--- src/sdcc_defines.svh ---
// Constants for the delta-sigma conversion control block.
// Assumes inclusion by its bare name; holds definitions only.
`ifndef SDCC_DEFINES_SVH
`define SDCC_DEFINES_SVH
// ----------------------------------------------------------------------
// Timing
// ----------------------------------------------------------------------
`define SDCC_CLK_MHZ 100
`define SDCC_SHDN_TIME_US 10
`define SDCC_SHDN_CYCLES (`SDCC_SHDN_TIME_US * `SDCC_CLK_MHZ)
`define SDCC_WAKE_OSC_PERIODS 144
`define SDCC_BIT_DIV 4
`define SDCC_SHDN_LAG 2
// ----------------------------------------------------------------------
// Result word
// ----------------------------------------------------------------------
`define SDCC_DATA_BITS 22
`define SDCC_WORD_BITS 24
`define SDCC_OVL_IDX 23
`define SDCC_OVH_IDX 22
// Fourth integrator width; a wake-up conversion at full length stays inside it.
`define SDCC_ACC_BITS 34
`endif

--- src/sdcc_pkg.sv ---
// Types shared by the conversion control block.
// Assumes sdcc_defines.svh is compiled alongside.
package sdcc_pkg;
  typedef enum logic [1:0] {
    SDCC_SHDN = 2'b00,
    SDCC_CONV = 2'b01,
    SDCC_DONE = 2'b10
  } sdcc_state_t;
endpackage

--- src/sdcc_top.sv ---
// Conversion sequencing and serial result delivery for a 22-bit converter.
// Assumes a serial host driving cs_n_in and sck_in from outside clk_in.
// Contract
// Falling chip select starts a conversion
// Early chip select rise gives single conversion
// Chip select low keeps converting continuously
// Tied-low chip select converts from power-up
// Data/ready released while chip select high
// Shutdown whenever no conversion runs
// Filter state cleared between conversions
// Bit stream at quarter oscillator rate
// Calibration inside conversion, no extra time
// Fourth-order sinc gives 22-bit word
// Done: latch result, flag ready, reset
// Fixed output data rate per variant
// Notch at sample rate over OSR times order
// First conversion after shutdown adds 144 periods
// Host serial clock at most 5 MHz; the bench host model clocks at 12.5 MHz (40 ns low, 40 ns high)
// Shift on falling, host samples rising
// Ready drives output low with chip select low
// Shift out two overflow bits, 22 data
// Shutdown within 10 us of chip select high
// Host waits ready, then 24 clocks
// Serial side asynchronous to conversion timing
`timescale 1ns/1ps
`include "sdcc_defines.svh"
module sdcc_top #(
  // Internal oscillator ticks per conversion; default 16.67 ms at 122.88 kHz.
  parameter int CONV_OSC_PERIODS = 2048,
  // clk_in cycles per internal oscillator period (about 8.14 us).
  parameter int OSC_DIV = 814,
  // Oscillator ticks spent on offset and gain calibration at conversion start.
  parameter int CAL_OSC_PERIODS = 16
) (
  // Clock and reset
  input wire logic clk_in,
  input wire logic rst_in,
  // Serial pins
  input wire logic cs_n_in,
  input wire logic sck_in,
  output logic data_ready_out,
  output logic data_ready_oe_n_out,
  // Modulator stream
  input wire logic mod_bit_in,
  // Status
  output logic shutdown_out,
  output logic converting_out
);
  // ----------------------------------------------------------------------
  // Pin synchronisers
  // ----------------------------------------------------------------------
  logic cs_m_r, cs_s_r, cs_d_r, sck_m_r, sck_s_r, sck_d_r, mod_m_r, mod_s_r;
  logic cs_fall, cs_low, sck_fall, sck_rise;

  always_ff @(posedge clk_in) begin
    if (rst_in) begin
      cs_m_r <= 1'b1;
      cs_s_r <= 1'b1;
      cs_d_r <= 1'b1;
      sck_m_r <= 1'b0;
      sck_s_r <= 1'b0;
      sck_d_r <= 1'b0;
      mod_m_r <= 1'b0;
      mod_s_r <= 1'b0;
    end else begin
      cs_m_r <= cs_n_in;
      cs_s_r <= cs_m_r;
      cs_d_r <= cs_s_r;
      sck_m_r <= sck_in;
      sck_s_r <= sck_m_r;
      sck_d_r <= sck_s_r;
      mod_m_r <= mod_bit_in;
      mod_s_r <= mod_m_r;
    end
  end

  // The reset value of cs_d_r is high, so a tied-low chip select looks like
  // a falling edge right after reset and starts converting at power-up.
  assign cs_fall = cs_d_r && !cs_s_r;
  assign cs_low = !cs_s_r;
  assign sck_fall = sck_d_r && !sck_s_r;
  assign sck_rise = !sck_d_r && sck_s_r;

  // ----------------------------------------------------------------------
  // Internal oscillator model and bit-rate divider
  // ----------------------------------------------------------------------
  sdcc_pkg::sdcc_state_t state_r;
  logic [15:0] osc_cnt_r;
  logic osc_tick;
  logic [1:0] quad_r;
  logic bit_stb;

  // The oscillator is held in reset during shutdown, like the real one.
  always_ff @(posedge clk_in) begin
    if (rst_in || state_r != sdcc_pkg::SDCC_CONV) begin
      osc_cnt_r <= '0;
    end else if (osc_cnt_r == 16'(OSC_DIV - 1)) begin
      osc_cnt_r <= '0;
    end else begin
      osc_cnt_r <= osc_cnt_r + 16'h0001;
    end
  end
  assign osc_tick = (state_r == sdcc_pkg::SDCC_CONV) && (osc_cnt_r == 16'(OSC_DIV - 1));

  always_ff @(posedge clk_in) begin
    if (rst_in || state_r != sdcc_pkg::SDCC_CONV) begin
      quad_r <= '0;
    end else if (osc_tick) begin
      quad_r <= quad_r + 2'h1;
    end
  end
  assign bit_stb = osc_tick && (quad_r == 2'(`SDCC_BIT_DIV - 1));

  // ----------------------------------------------------------------------
  // Conversion sequencer
  // ----------------------------------------------------------------------
  logic [15:0] tick_cnt_r;
  logic [15:0] conv_len_r;
  logic first_r;
  logic single_r;
  logic conv_end;
  logic cal_phase;
  logic [10:0] idle_cnt_r;

  assign conv_end = osc_tick && (tick_cnt_r == conv_len_r - 16'h0001);
  // Calibration overlaps the conversion; the bit stream is muted meanwhile.
  assign cal_phase = tick_cnt_r < 16'(CAL_OSC_PERIODS);

  always_ff @(posedge clk_in) begin
    if (rst_in) begin
      state_r <= sdcc_pkg::SDCC_SHDN;
    end else begin
      case (state_r)
        sdcc_pkg::SDCC_SHDN: begin
          if (cs_fall) begin
            state_r <= sdcc_pkg::SDCC_CONV;
          end
        end
        sdcc_pkg::SDCC_CONV: begin
          if (!first_r && !cs_low) begin
            // Only the first conversion may run on deselected; later ones stop at once.
            state_r <= sdcc_pkg::SDCC_SHDN;
          end else if (conv_end) begin
            state_r <= sdcc_pkg::SDCC_DONE;
          end
        end
        sdcc_pkg::SDCC_DONE: begin
          if (!single_r && cs_low) begin
            state_r <= sdcc_pkg::SDCC_CONV;
          end else begin
            state_r <= sdcc_pkg::SDCC_SHDN;
          end
        end
        default: begin
          state_r <= sdcc_pkg::SDCC_SHDN;
        end
      endcase
    end
  end

  // A chip select rise during the first conversion makes it a single one.
  always_ff @(posedge clk_in) begin
    if (rst_in || state_r == sdcc_pkg::SDCC_SHDN) begin
      single_r <= 1'b0;
    end else if (state_r == sdcc_pkg::SDCC_CONV && first_r && !cs_low) begin
      single_r <= 1'b1;
    end
  end

  // The first conversion after shutdown runs 144 extra oscillator periods.
  always_ff @(posedge clk_in) begin
    if (rst_in) begin
      first_r <= 1'b1;
      conv_len_r <= 16'(CONV_OSC_PERIODS + `SDCC_WAKE_OSC_PERIODS);
    end else if (state_r == sdcc_pkg::SDCC_SHDN) begin
      first_r <= 1'b1;
      conv_len_r <= 16'(CONV_OSC_PERIODS + `SDCC_WAKE_OSC_PERIODS);
    end else if (state_r == sdcc_pkg::SDCC_DONE) begin
      first_r <= 1'b0;
      conv_len_r <= 16'(CONV_OSC_PERIODS);
    end
  end

  always_ff @(posedge clk_in) begin
    if (rst_in || state_r != sdcc_pkg::SDCC_CONV) begin
      tick_cnt_r <= '0;
    end else if (osc_tick) begin
      tick_cnt_r <= tick_cnt_r + 16'h0001;
    end
  end

  // ----------------------------------------------------------------------
  // Decimation filter
  // ----------------------------------------------------------------------
  logic [`SDCC_DATA_BITS-1:0] result;

  sdcc_decim #(
    .ACC_W(`SDCC_ACC_BITS)
  ) u_decim (
    .clk_in(clk_in),
    .rst_in(rst_in),
    // Clearing whenever no conversion runs also flushes a conversion that was cut.
    .clear_in(state_r != sdcc_pkg::SDCC_CONV),
    .bit_stb_in(bit_stb && !cal_phase),
    .bit_in(mod_s_r),
    .dump_in(conv_end),
    .result_out(result)
  );

  // ----------------------------------------------------------------------
  // Result delivery
  // ----------------------------------------------------------------------
  logic [`SDCC_WORD_BITS-1:0] shift_r;
  logic ready_r;
  logic reading_r;
  logic [4:0] bit_cnt_r;
  logic dout_r;
  logic ovh, ovl;

  // Overflow flags mark a result pinned at either end of the 22-bit range.
  assign ovh = (result == {1'b0, {(`SDCC_DATA_BITS-1){1'b1}}});
  assign ovl = (result == {1'b1, {(`SDCC_DATA_BITS-1){1'b0}}});

  always_ff @(posedge clk_in) begin
    if (rst_in || !cs_low) begin
      ready_r <= 1'b0;
      reading_r <= 1'b0;
      bit_cnt_r <= '0;
      shift_r <= '0;
      dout_r <= 1'b1;
    end else if (state_r == sdcc_pkg::SDCC_DONE && !reading_r) begin
      ready_r <= 1'b1;
      shift_r <= {ovl, ovh, result};
      dout_r <= 1'b0;
    end else if (ready_r && sck_fall) begin
      reading_r <= 1'b1;
      dout_r <= shift_r[`SDCC_WORD_BITS-1];
      shift_r <= {shift_r[`SDCC_WORD_BITS-2:0], 1'b0};
      if (bit_cnt_r == 5'(`SDCC_WORD_BITS - 1)) begin
        ready_r <= 1'b0;
        bit_cnt_r <= '0;
      end else begin
        bit_cnt_r <= bit_cnt_r + 5'h01;
      end
    end else if (!ready_r && reading_r && sck_rise) begin
      // The last bit stands until the host has sampled it on the rising edge.
      reading_r <= 1'b0;
      dout_r <= 1'b1;
    end else if (!ready_r && !reading_r && state_r == sdcc_pkg::SDCC_CONV) begin
      dout_r <= 1'b1;
    end
  end

  assign data_ready_out = dout_r;
  assign data_ready_oe_n_out = !cs_low;

  // ----------------------------------------------------------------------
  // Shutdown status
  // ----------------------------------------------------------------------
  // Shutdown follows the idle state within a few cycles, well inside 10 us.
  // Reset parks the count at its end, so shutdown_out does not dip after reset.
  always_ff @(posedge clk_in) begin
    if (rst_in) begin
      idle_cnt_r <= 11'(`SDCC_SHDN_LAG);
    end else if (state_r != sdcc_pkg::SDCC_SHDN) begin
      idle_cnt_r <= '0;
    end else if (idle_cnt_r != 11'(`SDCC_SHDN_LAG)) begin
      idle_cnt_r <= idle_cnt_r + 11'h001;
    end
  end

  always_ff @(posedge clk_in) begin
    if (rst_in) begin
      shutdown_out <= 1'b1;
      converting_out <= 1'b0;
    end else begin
      shutdown_out <= (idle_cnt_r == 11'(`SDCC_SHDN_LAG));
      converting_out <= (state_r == sdcc_pkg::SDCC_CONV);
    end
  end
endmodule

--- src/sdcc_decim.sv ---
// Fourth-order sinc decimator over a one-bit modulator stream.
// Assumes a one-cycle bit strobe and a clear pulse between conversions.
`timescale 1ns/1ps
`include "sdcc_defines.svh"
module sdcc_decim #(
  parameter int ACC_W = 32
) (
  // Clock and reset
  input wire logic clk_in,
  input wire logic rst_in,
  // Stream
  input wire logic clear_in,
  input wire logic bit_stb_in,
  input wire logic bit_in,
  // Result
  input wire logic dump_in,
  output logic [`SDCC_DATA_BITS-1:0] result_out
);
  logic [ACC_W-1:0] integ_r [0:3];
  logic [ACC_W-1:0] sample;

  assign sample = bit_in ? ACC_W'(1) : {ACC_W{1'b1}};

  // ----------------------------------------------------------------------
  // Integrator cascade
  // ----------------------------------------------------------------------
  genvar g;
  generate
    for (g = 0; g < 4; g++) begin : g_int
      always_ff @(posedge clk_in) begin
        if (rst_in || clear_in) begin
          integ_r[g] <= '0;
        end else if (bit_stb_in) begin
          integ_r[g] <= integ_r[g] + ((g == 0) ? sample : integ_r[(g == 0) ? 0 : g - 1]);
        end
      end
    end
  endgenerate

  // The comb section is collapsed: since state is flushed per conversion, the
  // final integrator already holds the weighted average of this conversion.
  always_ff @(posedge clk_in) begin
    if (rst_in) begin
      result_out <= '0;
    end else if (dump_in) begin
      result_out <= integ_r[3][ACC_W-1 -: `SDCC_DATA_BITS];
    end
  end
endmodule

--- config.mk ---
export PLATFORM = sky130hd
export DESIGN_NAME = sdcc_top
export DESIGN_NICKNAME = d
export VERILOG_FILES = /design/src/sdcc_pkg.sv /design/src/sdcc_top.sv /design/src/sdcc_decim.sv
export VERILOG_INCLUDE_DIRS = /design/src
export SDC_FILE = /design/constraint.sdc
export NUM_CORES = 1
export LEC_CHECK = 0
export BUFFER_PORTS_ARGS = -buffer_cell sky130_fd_sc_hd__clkbuf_2
export CORE_MARGIN = 1.5
export CORE_UTILIZATION = 40
export CTS_CLUSTER_SIZE = 25
export DETAILED_ROUTE_END_ITERATION = 12
export PLACE_DENSITY = 0.57
export SLEW_MARGIN = 15
export SYNTH_ARGS = -nofsm -noshare
export SYNTH_HDL_FRONTEND = slang
export SYNTH_SLANG_ARGS = --single-unit
--- constraint.sdc ---
create_clock -name clk_in -period 6.66 [get_ports clk_in]
set_input_delay 0.999 -clock clk_in [delete_from_list [all_inputs] [get_ports clk_in]]
set_output_delay 0.999 -clock clk_in [all_outputs]
set_load 0.1 [all_outputs]
==> run metrics <==
Main synth FF type=edfxtp_1; Worst EP arrival=3770 ps; initial core utilization=40.4%; synth unique cells=79; GR Overflow Total=0; crit path capture type=flop; Startpoint Class=input pin; CTS tree=built; global-route wire length before repair=58.6 mm; Syn Area/Cell=9.03 sq um; # setup viols final=0; async set or reset register ratio after synthesis=0%; Nets=1945; Clock Tree Root=clkbuf_16; syn_nets=1966; top cell type by total area after synthesis=edfxtp_1; fill count=3919; initial antenna violation count=0; Slew Limit Fails=0; CP max stage delay=770 ps; Setup TNS Final=0 ps; CTS Sinks=249; DRT Pass-1 Iters=5; Num CTS Buffers=30; Fmax=281 MHz; Die H=206 microns; Core ar.=40600 sq um; post-synth top area share=24.9%; switching pwr=0.000904 W; footprint of the multi-input gates=9620 sq um; largest net degree at the start of global routing=137; Switching Fraction=24.4%; FF+latch area=6350 sq um; setup bufs post-CTS=0; clock power share=43.6%; crit-path max FO=75; routability cong.=0.865; Syn. warnings=0; I/O pin cnt=9; Max Buffers Root-to-Sink=3; number of gates resized after CTS=0; cts hold-fix bufs=0; outcome=complete, no violations; CP max-delay cell=nand2_4; Via density=5.36; Worst Path Required=6870 ps; Rows=74; final hold vios=0; min Tclk post-route=3560 ps; relative slew slack=34.7%; WS Path Type=input pin to flop; first-iteration detailed-routing DRC count=620; DR vias=12.6k; P per Cell Area=207 nW/um^2; Pint=0.00281 W; Syn Inst Count=1819; post-route ant nets=0; top cells by area, synth=edfxtp_1 (25%), dfxtp_1 (14%), ha_1 (11%), nor2_1 (6.4%), xor2_1 (4.6%); sequential-to-total area share from yosys stat=38.6%; count of flip-flops with a built-in enable after synthesis=136; GRT Total Usage=16.6%; Buf/Inv on CP=3; synthesized cell area=16400 sq um; Max-Cap Viols=0; CP Cell Sequence=clkbuf_2 > nand2b_1 > inv_1 > nand2_4 > buf_4; CTS H-tree lvls=1; Slew @ Worst Pin=980 ps; Reg clk slew, reported paths=60 ps; Skew-Pair Late Insertion Delay=550 ps; Max IR drop VDD=0.153 mV; register share of total power=45.4%; IO buf count=8; Setup Skew=12.6 ps; DP HPWL=25.6 mm; Inst Count DP=2298; DR WL/cell=14.8 microns; area grow syn2layout=9.08%; Die ar.=42300 sq um; worst hold path type=flop to flop; Crit path max-delay family=simple AND/OR/NAND/NOR gates; RSZ-0062 raised after global routing=false; DRC Markers=0; fin cells=2354; number of global-route vias before repair=12.0k; n_diodes=0; share of layout cells above drive strength 1=5.16%; Yosys reg bits=249; die width=206 microns; final wirelength=34.7 mm; period utilisation layout=53.5%; leakage power=7.45 nW; Comb power frac=11.0%; final hold slack=412 ps
## routing by layer
layer | share of wire, % | global-route usage (%) | wire (microns) | up-vias
met5 | 0 | 0 | 0 | -
met4 | 2.5 | 4.61 | 867 | 0
met3 | 3.2 | 2.14 | 1120 | 60
met2 | 44 | 26.6 | 15100 | 169
met1 | 51 | 23.3 | 17600 | 5789
li1 | - | - | - | 6590
## area by class of cell
type,count,area share (%)
tap,532,3.71
timing repair buffer,15,0.586
inverter,51,1.07
clock inverter,8,0.524
sequential,249,35.4
multi-input combinational,1451,53.7
clock buffer,48,5.03
## power by group through the flow
stage          registers, W  clock network, W  logic (W)
2_1_floorplan       0.00172                 0   0.000319
3_3_place_gp        0.00172                 0   0.000409
3_5_place_dp        0.00172                 0   0.000408
4_1_cts             0.00168           0.00166   0.000409
5_1_grt             0.00169           0.00173   0.000457
6_report            0.00168           0.00162   0.000409
## final timing paths
| check | startpoint | cells after the start | slack (ps) | end |
|---|---|---|---|---|
| max reg2reg | u_decim.integ_r[0][0] | 12 | 3210 | u_decim.integ_r[0][64] |
| max | rst_in | 5 | 3100 | u_decim.integ_r[0][15] |
| min reg2reg | cs_m_r | 1 | 410 | data_ready_oe_n_out |
| min | cs_m_r | 1 | 410 | data_ready_oe_n_out |
## sequential cells by signal (all words and copies together), names as in the netlist, 2 cells and up
register	cells
u_decim.integ_r	136
shift_r	24
u_decim.result_out	22
osc_cnt_r	16
quad_r	2
bit_cnt_r	5
idle_cnt_r	11
state_r	2
tick_cnt_r	16
## logic make-up after synthesis
kind of cell | Yosys count | share of synthesized area (%)
compound gates | 460 | 19.0
fa+ha+maj | 142 | 11.0
xor+xnor | 152 | 8.10
flops | 249 | 38.6
mux | 22 | 1.34
buf+inv | 119 | 2.88
simple gates | 675 | 19.1
## stage by stage
stage	total power (W)	worst slack, ps	util [%]	cell area [sq um]
after floorplan	0.00204	1540	-	16400
after global placement	0.00213	2520	41.6	16900
after detailed placement	0.00212	2420	41.6	16900
after CTS	0.00376	3000	44.1	17900
after global routing	0.00388	2740	44.1	17900
final	0.00371	3100	44.1	17900
## cells in the mapped netlist, types with 11 or more instances
cell / n
a311oi_1: 26
xor2_1: 86
o21ai_0: 65
nand2b_1: 17
dfxtp_1: 113
a31oi_1: 20
or3_1: 11
nor2b_1: 14
clkbuf_1: 51
o21ai_1: 17
nand4_1: 31
xnor2_1: 66
edfxtp_1: 136
o21a_1: 13
a21oi_1: 131
nand3_1: 55
nand2_1: 147
and3_1: 22
a21o_1: 74
buf_2: 12
inv_1: 51
nor2_1: 281
nor4_1: 11
o21bai_1: 25
ha_1: 138
mux2i_1: 22
nor3_1: 36
## layout by cell type, fill, tap and decap left out, drive strengths merged, types with 66 or more instances in the layout
master and count:
a21o 74, a21oi 133, dfxtp 113, edfxtp 136, ha 138, nand2 147
nor2 282, o21ai 83, xnor2 66, xor2 86
No activity file was read; power rests on OpenSTA's default activity.
